File: config.mk
export PLATFORM = sky130hd
export DESIGN_NAME = branch_unit
export DESIGN_NICKNAME = d
export VERILOG_FILES = /design/src/core/branch_unit_pkg.sv /design/src/core/branch_cond_eval.sv /design/src/core/branch_target_adder.sv /design/src/core/branch_unit.sv
export VERILOG_INCLUDE_DIRS = /design/src /design/src/core
export SDC_FILE = /design/constraint.sdc
export NUM_CORES = 1
export LEC_CHECK = 0
export BUFFER_PORTS_ARGS = -buffer_cell sky130_fd_sc_hd__buf_2
export CAP_MARGIN = 20
export CORE_UTILIZATION = 30
export DETAILED_ROUTE_END_ITERATION = 12
export PLACE_DENSITY = 0.64
export SYNTH_ARGS = -nofsm -noshare
export SYNTH_HDL_FRONTEND = slang
export SYNTH_HIERARCHICAL = 1
export SYNTH_SLANG_ARGS = --single-unit
File: constraint.sdc
create_clock -name core_clk -period 1.9 [get_ports core_clk]
set_clock_uncertainty 0.2 [all_clocks]
set_input_delay 0.19 -clock core_clk [delete_from_list [all_inputs] [get_ports core_clk]]
set_output_delay 0.19 -clock core_clk [all_outputs]
set_load 0.01 [all_outputs]
File: src/core/branch_unit_defs.svh
// constants for the conditional relative branch unit
// assumes inclusion by bare name from the package and the design modules
`ifndef BRANCH_UNIT_DEFS_SVH
`define BRANCH_UNIT_DEFS_SVH

// program counter and offset widths (words), branch code width and counter width
`define BR_PC_W 16
`define BR_OFFSET_W 7
`define BR_OP_W 5
`define BR_CNT_W 16

// status register bit positions
`define BR_FLAG_C 0
`define BR_FLAG_Z 1
`define BR_FLAG_N 2
`define BR_FLAG_V 3
`define BR_FLAG_S 4
`define BR_FLAG_H 5
`define BR_FLAG_T 6
`define BR_FLAG_I 7

// cycles per branch outcome
`define BR_CYCLES_NOT_TAKEN 1
`define BR_CYCLES_TAKEN 2

// reset values
`define BR_PC_RESET 16'h0000
`define BR_STATUS_RESET 8'h00

`endif

File: src/core/branch_unit_pkg.sv
// types shared by the branch unit modules
// assumes branch_unit_defs.svh is on the include path
`include "branch_unit_defs.svh"

package branch_unit_pkg;

    typedef enum logic [`BR_OP_W-1:0] {
        branch_on_equal            = 5'h00,
        branch_on_not_equal        = 5'h01,
        branch_on_carry_set        = 5'h02,
        branch_on_carry_clear      = 5'h03,
        branch_on_same_or_higher   = 5'h04,
        branch_on_lower            = 5'h05,
        branch_on_minus            = 5'h06,
        branch_on_plus             = 5'h07,
        branch_on_signed_ge        = 5'h08,
        branch_on_signed_lt        = 5'h09,
        branch_on_half_carry_set   = 5'h0A,
        branch_on_half_carry_clear = 5'h0B,
        branch_on_user_bit_set     = 5'h0C,
        branch_on_user_bit_clear   = 5'h0D,
        branch_on_overflow_set     = 5'h0E,
        branch_on_overflow_clear   = 5'h0F,
        branch_on_irq_enabled      = 5'h10,
        branch_on_irq_disabled     = 5'h11
    } branch_op_t;

    // status register, bit 7 down to bit 0
    typedef struct packed {
        logic irq_enable;
        logic user_bit;
        logic half_carry;
        logic sign;
        logic overflow;
        logic negative;
        logic zero;
        logic carry;
    } status_t;

    typedef struct packed {
        logic valid;
        logic [`BR_OP_W-1:0] op;
        logic [`BR_OFFSET_W-1:0] offset;
    } branch_req_t;

    typedef struct packed {
        logic done;
        logic taken;
        logic illegal;
    } branch_resp_t;

    typedef enum logic [2:0] {
        st_idle   = 3'b001,
        st_redirect = 3'b010,
        st_finish = 3'b100
    } branch_state_t;

endpackage : branch_unit_pkg

File: src/core/branch_cond_eval.sv
// condition selector: picks the status flag test for one branch code
// assumes flags are stable in the cycle the code is presented
`timescale 1ns/1ps
`include "branch_unit_defs.svh"

module branch_cond_eval
    import branch_unit_pkg::*;
(
    input wire logic [`BR_OP_W-1:0] op,
    input wire status_t flags,
    output logic hit,
    output logic legal
);

    logic signed_lt;

    // signed compare result needs both negative and overflow
    assign signed_lt = flags.negative ^ flags.overflow;

    always_comb begin
        hit = 1'b0;
        legal = 1'b1;
        unique case (op)
            branch_on_equal: hit = flags.zero == 1'b1;
            branch_on_not_equal: hit = flags.zero == 1'b0;
            branch_on_carry_set: hit = flags.carry == 1'b1;
            branch_on_lower: hit = flags.carry == 1'b1;
            branch_on_carry_clear: hit = flags.carry == 1'b0;
            branch_on_same_or_higher: hit = flags.carry == 1'b0;
            branch_on_minus: hit = flags.negative == 1'b1;
            branch_on_plus: hit = flags.negative == 1'b0;
            branch_on_signed_ge: hit = signed_lt == 1'b0;
            branch_on_signed_lt: hit = signed_lt == 1'b1;
            branch_on_half_carry_set: hit = flags.half_carry == 1'b1;
            branch_on_half_carry_clear: hit = flags.half_carry == 1'b0;
            branch_on_user_bit_set: hit = flags.user_bit == 1'b1;
            branch_on_user_bit_clear: hit = flags.user_bit == 1'b0;
            branch_on_overflow_set: hit = flags.overflow == 1'b1;
            branch_on_overflow_clear: hit = flags.overflow == 1'b0;
            branch_on_irq_enabled: hit = flags.irq_enable == 1'b1;
            branch_on_irq_disabled: hit = flags.irq_enable == 1'b0;
            default: begin
                // unused codes never branch
                hit = 1'b0;
                legal = 1'b0;
            end
        endcase
    end

endmodule : branch_cond_eval

File: src/core/branch_target_adder.sv
// relative target adder: pc + sign-extended offset + 1
// assumes pc counts instruction words and wraps at its width
`timescale 1ns/1ps
`include "branch_unit_defs.svh"

module branch_target_adder #(
    parameter int PC_W = `BR_PC_W,
    parameter int OFF_W = `BR_OFFSET_W
) (
    input wire logic [PC_W-1:0] pc,
    input wire logic [OFF_W-1:0] offset,
    output logic [PC_W-1:0] target
);

    logic [PC_W-1:0] offset_ext;

    initial begin
        if (OFF_W < 2 || OFF_W >= PC_W) begin
            $error("branch_target_adder: offset width must be 2 .. PC_W-1");
        end
    end

    // sign bit replicated so negative offsets reach back
    assign offset_ext = {{(PC_W-OFF_W){offset[OFF_W-1]}}, offset};

    // modulo add, wrap at the top of program space is intended
    assign target = pc + offset_ext + {{(PC_W-1){1'b0}}, 1'b1};

endmodule : branch_target_adder

File: src/core/branch_unit.sv
// conditional relative branch unit of the core's execute stage
// assumes the fetch stage presents the current pc of the branch word,
// advances the pc itself on fall-through, and holds the request while
// req_ready is low
`timescale 1ns/1ps
`include "branch_unit_defs.svh"

// Summary of operation
// - equal branch jumps to pc plus offset plus one when zero is set
// - not-equal branch jumps when zero is clear, else falls through
// - carry-set and lower branches jump when carry is set
// - carry-clear and same-or-higher branches jump when carry is clear
// - minus branch jumps when negative is set
// - plus branch jumps when negative is clear
// - signed greater-or-equal jumps when negative xor overflow is zero
// - signed less-than jumps when negative xor overflow is one
// - half-carry-set branch jumps when half carry is set
// - half-carry-clear branch jumps when half carry is clear
// - user-bit-set branch jumps when the user transfer bit is set
// - user-bit-clear branch jumps when the user transfer bit is clear
// - overflow-set branch jumps when overflow is set
// - overflow-clear branch jumps when overflow is clear
// - interrupts-enabled branch jumps when global interrupt enable is set
// - every branch completes in one or two clock cycles
// - branches never change any status flag
// - interrupts-disabled branch jumps when global interrupt enable is clear
module branch_unit
    import branch_unit_pkg::*;
#(
    parameter int PC_W = `BR_PC_W,
    parameter int OFF_W = `BR_OFFSET_W,
    parameter int CNT_W = `BR_CNT_W
) (
    input wire logic core_clk,
    input wire logic rst,
    input wire branch_req_t req,
    input wire logic [PC_W-1:0] pc_in,
    input wire status_t flags_in,
    output logic req_ready,
    output logic pc_load,
    output logic [PC_W-1:0] pc_target,
    output logic fetch_flush,
    output branch_resp_t resp,
    output status_t flags_out,
    output logic flags_write,
    output logic [CNT_W-1:0] taken_count,
    output logic [CNT_W-1:0] fall_count
);

    initial begin
        if (PC_W < 2 || PC_W > 32) begin
            $error("branch_unit: PC_W must lie in 2 .. 32");
        end
        if (OFF_W != `BR_OFFSET_W) begin
            $error("branch_unit: request struct carries a fixed offset width");
        end
        if (CNT_W < 1) begin
            $error("branch_unit: CNT_W must be at least 1");
        end
        if (`BR_CYCLES_NOT_TAKEN != 1 || `BR_CYCLES_TAKEN != 2) begin
            $error("branch_unit: state machine serves one or two cycles only");
        end
    end

    branch_state_t state;
    branch_state_t next_state;

    logic accept;
    logic cond_hit;
    logic cond_legal;
    logic take_now;
    logic [PC_W-1:0] target_sum;
    logic [PC_W-1:0] held_target;
    logic held_illegal;

    // ---------------------------------------------------------------
    // condition and target, both evaluated in the accept cycle
    // ---------------------------------------------------------------

    branch_cond_eval u_cond (
        .op(req.op),
        .flags(flags_in),
        .hit(cond_hit),
        .legal(cond_legal)
    );

    branch_target_adder #(
        .PC_W(PC_W),
        .OFF_W(OFF_W)
    ) u_target (
        .pc(pc_in),
        .offset(req.offset),
        .target(target_sum)
    );

    assign accept = req.valid && req_ready;

    // an unused code is reported and treated as a fall-through
    assign take_now = accept && cond_hit && cond_legal;

    // ---------------------------------------------------------------
    // sequencing
    // ---------------------------------------------------------------

    always_comb begin
        next_state = state;
        unique case (state)
            st_idle: begin
                if (take_now) begin
                    next_state = st_redirect;
                end
            end
            st_redirect: begin
                next_state = st_finish;
            end
            st_finish: begin
                if (take_now) begin
                    next_state = st_redirect;
                end else begin
                    next_state = st_idle;
                end
            end
            default: begin
                next_state = st_idle;
            end
        endcase
    end

    always_ff @(posedge core_clk or posedge rst) begin
        if (rst) begin
            state <= st_idle;
        end else begin
            state <= next_state;
        end
    end

    // stalls fetch for exactly the one extra cycle of a taken branch
    always_ff @(posedge core_clk or posedge rst) begin
        if (rst) begin
            req_ready <= 1'b0;
        end else begin
            req_ready <= !take_now;
        end
    end

    // ---------------------------------------------------------------
    // target and flush toward fetch
    // ---------------------------------------------------------------

    always_ff @(posedge core_clk or posedge rst) begin
        if (rst) begin
            held_target <= PC_W'(`BR_PC_RESET);
        end else if (take_now) begin
            held_target <= target_sum;
        end
    end

    always_ff @(posedge core_clk or posedge rst) begin
        if (rst) begin
            pc_target <= PC_W'(`BR_PC_RESET);
        end else if (take_now) begin
            pc_target <= target_sum;
        end
    end

    // one-cycle load pulse; fall-through leaves pc stepping to fetch
    always_ff @(posedge core_clk or posedge rst) begin
        if (rst) begin
            pc_load <= 1'b0;
        end else begin
            pc_load <= take_now;
        end
    end

    // the word fetched behind a taken branch is discarded
    always_ff @(posedge core_clk or posedge rst) begin
        if (rst) begin
            fetch_flush <= 1'b0;
        end else begin
            fetch_flush <= take_now;
        end
    end

    // ---------------------------------------------------------------
    // completion report
    // ---------------------------------------------------------------

    always_ff @(posedge core_clk or posedge rst) begin
        if (rst) begin
            held_illegal <= 1'b0;
        end else if (accept) begin
            held_illegal <= !cond_legal;
        end
    end

    // done one edge after a fall-through, two after a taken branch
    always_ff @(posedge core_clk or posedge rst) begin
        if (rst) begin
            resp <= '0;
        end else begin
            resp.done <= (accept && !take_now) || (state == st_redirect);
            resp.taken <= (state == st_redirect);
            resp.illegal <= accept && !cond_legal;
        end
    end

    // ---------------------------------------------------------------
    // status flags are passed through untouched
    // ---------------------------------------------------------------

    always_ff @(posedge core_clk or posedge rst) begin
        if (rst) begin
            flags_out <= `BR_STATUS_RESET;
        end else begin
            flags_out <= flags_in;
        end
    end

    // write strobe to the status register never fires from here
    always_ff @(posedge core_clk or posedge rst) begin
        if (rst) begin
            flags_write <= 1'b0;
        end else begin
            flags_write <= 1'b0;
        end
    end

    // ---------------------------------------------------------------
    // outcome counters, wrap silently
    // ---------------------------------------------------------------

    always_ff @(posedge core_clk or posedge rst) begin
        if (rst) begin
            taken_count <= '0;
        end else if (state == st_redirect) begin
            taken_count <= taken_count + {{(CNT_W-1){1'b0}}, 1'b1};
        end
    end

    always_ff @(posedge core_clk or posedge rst) begin
        if (rst) begin
            fall_count <= '0;
        end else if (accept && !take_now) begin
            fall_count <= fall_count + {{(CNT_W-1){1'b0}}, 1'b1};
        end
    end

endmodule : branch_unit

Word level (Yosys, flattened, before mapping)
Index checks and enable logic that the tools add are counted.
{"block": "classes", "addsub": 4, "n_eq_ne": 21, "muxes": 5, "n_bitwise": 9, "n_reduce_logical": 12}
{"cell": "16-bit by 1-bit adder with 16-bit output, second input constant", "count": 3}
{"cell": "5-bit by 4-bit equality test with 1-bit output, second input constant", "count": 8}
{"cell": "5-bit by 3-bit equality test with 1-bit output, second input constant", "count": 4}
{"cell": "18-bit OR reduction", "count": 1}
{"cell": "16-bit adder", "count": 1}
{"cell": "1-bit one-hot mux with 16 select lines", "count": 1}
{"cell": "5-bit by 2-bit equality test with 1-bit output, second input constant", "count": 2}
{"cell": "5-bit equality test, second input constant", "count": 2}
{"cell": "3-bit one-hot mux with 3 select lines", "count": 1}
{"cell": "1-bit inverter", "count": 8}
{"cell": "5-bit by 1-bit equality test with 1-bit output, second input constant", "count": 1}
{"cell": "1-bit logical AND", "count": 5}
{"cell": "5-bit zero test", "count": 1}
{"cell": "2-bit OR reduction", "count": 2}
{"cell": "3-bit by 1-bit equality test with 1-bit output, second input constant", "count": 1}
{"cell": "3-bit by 2-bit equality test with 1-bit output, second input constant", "count": 1}
{"cell": "3-bit equality test, second input constant", "count": 1}
{"cell": "3-bit 2-to-1 mux", "count": 1}
{"cell": "1-bit zero test", "count": 2}
{"cell": "2-bit 2-to-1 mux", "count": 1}
{"cell": "2-bit inequality test, second input constant", "count": 1}
{"cell": "1-bit logical OR", "count": 1}
{"cell": "1-bit 2-to-1 mux", "count": 1}
{"cell": "1-bit bitwise XOR", "count": 1}
{"block": "totals", "ff_bits": 64, "inputBits": 39, "word_cells": 68}

Depth between registers and ports, before layout
Gate-level depths: netlist (run 1).
{"block": "logic_depth", "depth_word": 8, "ltp_mapped": 11, "mapped_depth_nobuf": 11}

By module
Netlist (run 1), hierarchy kept.
{"mod": "branch_unit", "instances": 1, "cells_each": 222, "area_each_um2": 2521.2, "seq_area_each_um2": 1602.8}
{"mod": "branch_target_adder", "instances": 1, "cells_each": 107, "area_each_um2": 792.0, "seq_area_each_um2": 0.0}
{"mod": "branch_cond_eval", "instances": 1, "cells_each": 14, "area_each_um2": 126.4, "seq_area_each_um2": 0.0}

Worst setup path after synthesis (run 1)
OpenSTA, ideal clock, no wires.
{"block": "synth_timing", "kind": "input-to-reg", "from": "input flags_in[2] in the netlist's numbering", "to": "register fall_count[6]", "arrival_ns": 2.077, "required_time_ns": 1.575, "setup_slack_ns": -0.502, "stages": 8, "path_buffers": 0, "cell_sequence": "xnor2_1 mux4_2 xor2_1 a311o_1 nand2_1 nor3b_1 nand4_1 xnor2_1"}
{"block": "synth_between", "elab_chain_len": 7}
{"item": "from (decl)", "line_no": "branch_unit.sv:38", "text": "input wire status_t flags_in,"}
{"item": "1-bit bitwise XOR", "line_no": "branch_cond_eval.sv:18", "text": "assign signed_lt = flags.negative ^ flags.overflow;"}
{"item": "1-bit inverter", "line_no": "branch_cond_eval.sv:32", "text": "branch_on_signed_ge: hit = signed_lt == 1'b0;"}
{"item": "1-bit one-hot mux with 16 select lines *", "line_no": "branch_cond_eval.sv:23", "text": "unique case (op)"}
{"item": "named net cond_hit", "line_no": "branch_unit.sv:69", "text": "logic cond_hit;"}
{"item": "1-bit logical AND * (2 in a row)", "line_no": "branch_unit.sv:99", "text": "assign take_now = accept && cond_hit && cond_legal;"}
{"item": "1-bit zero test *", "line_no": "branch_unit.sv:243", "text": "end else if (accept && !take_now) begin"}
{"item": "1-bit logical AND *", "line_no": "branch_unit.sv:243"}
{"item": "to (signal assigned)", "line_no": "branch_unit.sv:244", "text": "fall_count <= fall_count + {{(CNT_W-1){1'b0}}, 1'b1};"}
{"item": "to (decl)", "line_no": "branch_unit.sv:47", "text": "output logic [CNT_W-1:0] fall_count"}
The timed path passes the listed nets; every way through them passes the cells marked *.
A chain may end at the register's enable or synchronous reset.

Worst setup path after layout (run 1)
{"block": "layout_timing", "from": "input flags_in[2] in the netlist's numbering", "to": "register fall_count[5]"}
The elaborated chain is that of the path after synthesis.

==> results.md, run 1 <==
- Outcome: finished, violations left
- Failing checks: setup timing
- Final setup fails: 15
- Final nets: between 500 and 600
- H-tree levels: 3
- Final Hold Fails: 0
- Crit path max fanout: 5
- Final ANT Viol Nets: 0
- CTS tree: done
- Crit end category: flip-flop
- DRC: 0
- Number of global-route vias before repair: roughly 3000
- N_diodes: 0
- RSZ-0062 raised after global routing: true
- Crit-path cells: buf_8 -> xnor2_2 -> mux4_2 -> xor2_1 -> a311o_1 -> nand2_2 -> nor3b_4 -> and3_1 -> xor2_1
- Sw Ratio: a little under a third
- Most frequent cells in the layout: 96 x buf_2, 63 x dfrtp_1, 57 x nand2_1
- Crit path DAT: between 2000 and 2500 ps
- Syn nets: 400
- Sequential share of power: 38.4%
- Core ar.: between 10000 and 15000 um2
- TritonCTS Sinks: 64
- Antenna violations before repair: 0
- Dominant synthesized flop cell: dfrtp_1
- Worst endpoint required time: around 1900 ps
- Die Area: around 12000 um2
- Global Route Usage Sum: 14.54%
- Drt first pass iters: 4
- Average wire per standard cell: ~13 um
- Max Slew Vio Count: 0
- CP Class: primary input to flip-flop
- Synth-to-Final Area Change: 52.67%
- Cts bufs inserted: 9
- Share of layout cells above drive strength 1: 44.59%
- Worst-Skew Late Latency: 320 ps
- Tmin final: between 2000 and 2500 ps
- Synthesized area per cell: about 10 um2
- Synthesis-stage register bit count: between 60 and 70
- Power per cell area: just over 900 nW/um2
- Synth warn: 6
- Vias: 3105
- PnR worst setup slack: -154.7 ps
- Grt ovf: 0
- Average via count per standard cell: about 4.7
- IO Port Bufs: 100
- Clock root buffer: clkbuf_16
- Num ports: just over 100
- Place WS: -578.8 ps
- P_sw: approximately 1.5 mW
- Final WL: 8472 um
- Clock slew at reported path FFs: 60 ps
- Die Span X: 109.1 um
- CP max-delay cell: mux4_2
- Dpl cell area: 4557 um2
- Cell count after synthesis: roughly 340
- Design area: 5251 um2
- Static leakage power: approximately 2.7 nW
- Post-synth EDFFs: 0
- HPWL after DPL: 6490 um
- Global-route wire length before repair: 13570 um
- Most used cell, CP: xor2_1
- Delay of the slowest cell on the worst path: between 400 and 500 ps
- Initial Util: 31.32%
- Site row count: 38
- VDD IR max: 0.5320 mV
- Tcrit/Tclk final: 108.1%
- Combinational power share: between 20% and 30%
- Initial DRC Count: about 140
- Max-cap violation count: 0
- Commonest non-fill, non-tap cell in the layout: buf_2
- Clock power share: between 30% and 40%
- Fin util: 47.81%
- Max Freq: between 400 and 500 MHz
- Pint: ~3.3 mW
- Sequential fraction of the synthesis area: 46.60%
- Hold Crit Class: primary input to flip-flop
- Die Ht: approximately 110 um
- Largest net degree at the start of global routing: 26
- Distinct cells, synth: 55
- Ys async rst share: between 90% and 100%
- Clock Path Buffers: 2
- CP startpoint kind: primary input
- Post-Syn Area: around 3400 um2
- RD Place Congestion: around 0.84
[flip-flops by register name (all words and copies together) (netlist names)]
signal	flops
state	3
req_ready	1
flags_out	8
pc_target	16
taken_count	16
resp	3
fetch_flush	1
fall_count	16
[per-stage QoR]
step | hold slack [ps] | instances | setup TNS (ps) | power [mW]
2_1_floorplan | 21.43 | 343 | -5209 | 2.466
5_1_grt | 118.9 | 667 | -3306 | 5.084
3_3_place_gp | 39.01 | 633 | -15530 | 3.011
4_1_cts | 85.79 | 664 | -1319 | 4.752
3_5_place_dp | 38.30 | 633 | -16120 | 3.039
6_report | 101.0 | 667 | -1409 | 4.801
[repair_timing]
action,in CTS,in global routing
cloned,0,1
endpoints found under the hold margin,27,0
setup buffers,5,2
pin swaps,24,45
hold buffers,10,0
setup endpoints to repair,35,32
gates resized for setup,16,40
[critical path, delay by kind of cell]
family	cells	cell delay, ps
AO/OA/AOI/OAI	1	290
XOR/XNOR	3	450
buffers and inverters	1	100
multiplexers	1	460
AND/OR/NAND/NOR	3	590
[cells in the mapped netlist (2+ instances only)]
library cell / count / area (um2)
a21o_1: 5 / 37.54
a21oi_1: 10 / 50.05
and2_1: 3 / 18.77
and3_1: 7 / 43.79
buf_4: 2 / 15.01
clkbuf_1: 2 / 7.510
dfrtp_1: 63 / 1577
ha_1: 17 / 212.7
inv_1: 12 / 45.04
mux2i_1: 2 / 20.02
nand2_1: 76 / 285.3
nand2b_1: 2 / 12.51
nand3_1: 10 / 50.05
nand4_1: 12 / 75.07
nor2_1: 7 / 26.28
nor2b_1: 3 / 18.77
nor3_1: 6 / 30.03
nor3_2: 3 / 30.03
nor3b_1: 3 / 22.52
nor4_1: 3 / 18.77
o211ai_1: 3 / 22.52
o21ai_0: 6 / 30.03
o31ai_1: 6 / 45.04
or3_1: 2 / 12.51
xnor2_1: 35 / 306.5
xor2_1: 14 / 122.6
[area by class of cell]
class	instances	area (um2)
Fill cell	1019	5732
Clock buffer	9	225.2
Sequential cell	64	1603
Timing Repair Buffer	175	1182
Multi-Input combinational cell	259	1929
Clock inverter	7	71.32
Inverter	13	65.06
Tap cell	140	175.2
[per-layer routing]
| metal | wire length [um] | share of wire [%] | up-vias | global-route usage, % |
|---|---|---|---|---|
| met5 | 0 | 0 | - | 0 |
| li1 | - | - | 1546 | - |
| met4 | 107 | 1.3 | 0 | 5.405 |
| met3 | 390 | 4.6 | 10 | 2.989 |
| met2 | 4295 | 51 | 71 | 25.56 |
| met1 | 3678 | 43 | 1478 | 17.33 |
[worst paths after layout]
kind                                       from              end  slack, ps  depth (start not counted)
worst max-delay path                flags_in[2]    fall_count[5]       -150                          9
worst min-delay path                   pc_in[0]     pc_target[0]        100                          6
worst max register to register         state[0]  taken_count[14]        100                          4
worst min register to register  taken_count[15]  taken_count[15]        260                          1
max in group asynchronous                   rst   fall_count[13]        650                          4
min in group asynchronous                   rst    pc_target[12]        230                          3
[cell families after synthesis]
family                     count (synthesis)  share of synthesized area (%)
adders and majority gates                 18                          6.766
AOI/OAI and AO/OA                         41                          8.403
DFF                                       64                          46.60
xor gates and xnor gates                  49                          12.48
buffers and inverters                     20                          2.655
and+or+nand+nor                          146                          21.43
other                                      1                         0.1090
muxes                                      4                          1.564
[power groups by stage]
| stage | sequential (mW) | clock (mW) | combinational [mW] |
|---|---|---|---|
| after detailed placement | 1.83 | 0 | 1.21 |
| final | 1.84 | 1.62 | 1.34 |
| after floorplan | 1.90 | 0 | 0.566 |
| after CTS | 1.81 | 1.68 | 1.26 |
| after global routing | 1.88 | 1.73 | 1.48 |
| after global placement | 1.82 | 0 | 1.19 |
(Power assumes the default switching activity.)
==> inputs of run 2 (changes only) <==
- clock period: 1.9 -> 1.7 ns (I/O delays scaled with it)
==> run 2 against run 1 <==
Against the previous run: the flow still finishes with violations (setup timing); power increased by 19%; largest power group unchanged; sequential power increased by 9%; die area unchanged; clock power increased by 22%.
==> results.md, run 2 (synthesis gave the netlist of run 1 again) <==
- Outcome: finished, violations left
- Failing checks: setup timing
- Final nets: 599 (+3.5%)
- RD Place Congestion: 0.9154 (+9.2%)
- Worst-Skew Late Latency: 330 ps (about the same)
- Worst endpoint required time: 1710 ps (-230 ps)
- Core ar.: 10980 um2 (unchanged)
- Worst Hold Depth: 4 (-2)
- Regs by FF count: fall_count: 16 flops, pc_target: 16 flops, taken_count: 16 flops
- Max Freq: 492.6 MHz
- Crit path DAT: 2040 ps (-60 ps)
- Crit path max fanout: 5 (unchanged)
- Crit end category: flip-flop
- Commonest non-fill, non-tap cell in the layout: buf_2
- Cells on worst reg2reg path: 5 (+1)
- Final Hold Fails: 0 (unchanged)
- Final ANT Viol Nets: 0 (unchanged)
- Tmin final: 2030 ps
- CP max-delay cell: mux4_2
- Vias: 3209 (+3.3%)
- Combinational power share: 30.2% (+2.3 points)
- Number of global-route vias before repair: 3229 (+7.0%)
- Non-Filler Instances: 686 (+2.8%)
- Worst hold slack: 43.22 ps (-57.77 ps)
- Final setup TNS: -8506 ps (-7097 ps)
- Sw Ratio: 29.69% (-1.5 points)
- RSZ-0062 raised after global routing: true
- Most frequent cells in the layout: 96 x buf_2, 73 x buf_4, 63 x dfrtp_1
- Global-route wire length before repair: 14750 um (+8.8%)
- Static leakage power: 2.923 nW (+8.9%)
- Pint: 4.019 mW (+22%)
- Design area: 5580 um2 (+6.3%)
- Average wire per standard cell: 13.46 um (+5.9%)
- Reg2reg end: taken_count[10]
- Fin util: 50.81% (+3.0 points)
- PnR worst setup slack: -330.0 ps (-175.3 ps)
- Fillers: 1015 (-0.39%)
- Power per cell area: 1024 nW/um2 (+12%)
- Clock slew at reported path FFs: 50 ps (about the same)
- Drt first pass iters: 4 (unchanged)
- Tcrit/Tclk final: 119.4%
- Dpl cell area: 4671 um2 (+2.5%)
- Site row count: 38 (unchanged)
- H-tree levels: 3 (unchanged)
- Final setup fails: 37 (+22)
- CP startpoint kind: primary input
- P_sw: 1.697 mW (+13%)
- Reg2reg start: state[2]
- Hold EP: resp[2]
- Crit-path cells: buf_8 -> xnor2_2 -> mux4_2 -> xor2_1 -> a311o_1 -> nand2_2 -> nor3b_4 -> buf_4 -> nand2_1 -> xnor2_1
- Die Span X: 109.1 um (unchanged)
- Grt ovf: 0 (unchanged)
- Cts bufs inserted: 9 (unchanged)
- Die Area: 11900 um2 (unchanged)
- Max-cap violation count: 0 (unchanged)
- Final WL: 9231 um (+9.0%)
- Max Slew Vio Count: 0 (unchanged)
- TritonCTS Sinks: 64 (unchanged)
- IO Port Bufs: 100 (unchanged)
- Total Power: 5.716 mW (+19%)
- Antenna violations before repair: 0 (unchanged)
- N_diodes: 0 (unchanged)
- CTS tree: done
- DRC: 0 (unchanged)
- Hold Crit Class: primary input to flip-flop
- Place WS: -752.7 ps (-174.0 ps)
- VDD IR max: 0.6455 mV (+21%)
- CP Class: primary input to flip-flop
- Clock root buffer: clkbuf_16
- Share of layout cells above drive strength 1: 49.45% (+4.9 points)
- Synth-to-Final Area Change: 62.24%
- Family with the most delay on the worst path: multiplexers
- Num ports: 102 (unchanged)
- Die Ht: 109.1 um (unchanged)
- WP buf/inv: 2 (+1)
- Global Route Usage Sum: 16.17% (+1.6 points)
- HPWL after DPL: 6667 um (+2.7%)
- Clock power share: 34.6% (+0.9 points)
- Initial Util: 31.32% (unchanged)
- R2R setup slack: 10 ps (-90 ps)
- Largest net degree at the start of global routing: 35 (+35%)
- Delay of the slowest cell on the worst path: 460 ps (about the same)
- Dpl cells: 647 (+2.2%)
- Hold wc startpoint: req[12]
- Initial DRC Count: 138 (unchanged)
- Clock Path Buffers: 2 (unchanged)
- Sequential share of power: 35.2% (-3.2 points)
- Average via count per standard cell: 4.678 (+0.49%)
run 2: worst max-delay path by stage:
| stage | to | start | cells past startpoint |
|---|---|---|---|
| global placement | fall_count[5] | flags_in[3] | 9 |
| CTS | fall_count[5] | flags_in[3] | 9 |
| finish | fall_count[9] | flags_in[3] | 10 |
| detailed placement | fall_count[13] | flags_in[3] | 9 |
| floorplan | fall_count[5] | flags_in[2] | 8 |
| global route | fall_count[9] | flags_in[3] | 10 |
run 2: final cells by class:
type                    instances  area [um2]  area share [%]
flip-flops and latches         64        1603           28.72
clock buffers                  12       256.5           4.596
repair buffers                193        1324           23.72
well taps                     140       175.2           3.139
multi-input cells             259        2064           37.00
inverters                      13       67.56           1.211
repair inverters                2       25.02          0.4484
clock inverters                 3       65.06           1.166
run 2: metal layers:
layer | track usage [%] | share of wire [%] | wire (um)
met1 | 18.21 | 41 | 3780
met2 | 29.60 | 53 | 4936
met3 | 2.092 | 3.4 | 314
met4 | 8.205 | 2.2 | 200
met5 | 0 | 0 | 0
run 2: tightest hold or removal path, delay by kind of cell:
family / cells / cell delay (ps)
buffers and inverters: 2 / 230
AND/OR/NAND/NOR: 2 / 130
run 2: what timing repair did:
item / 4_1_cts / 5_1_grt
pin swaps: 36 / 52
gates cloned: 2 / 1
gates resized for setup: 46 / 44
setup buffers: 8 / 4
endpoints found under the hold margin: 26 / 0
setup endpoints to repair: 41 / 44
hold buffers: 10 / 0
run 2: power groups by stage:
stage,combinational [mW],sequential [mW],clock (mW)
2_1_floorplan,0.633,2.12,0
3_3_place_gp,1.46,1.99,0
3_5_place_dp,1.49,1.99,0
4_1_cts,1.61,1.98,2.03
5_1_grt,1.90,2.05,2.10
6_report,1.72,2.01,1.98
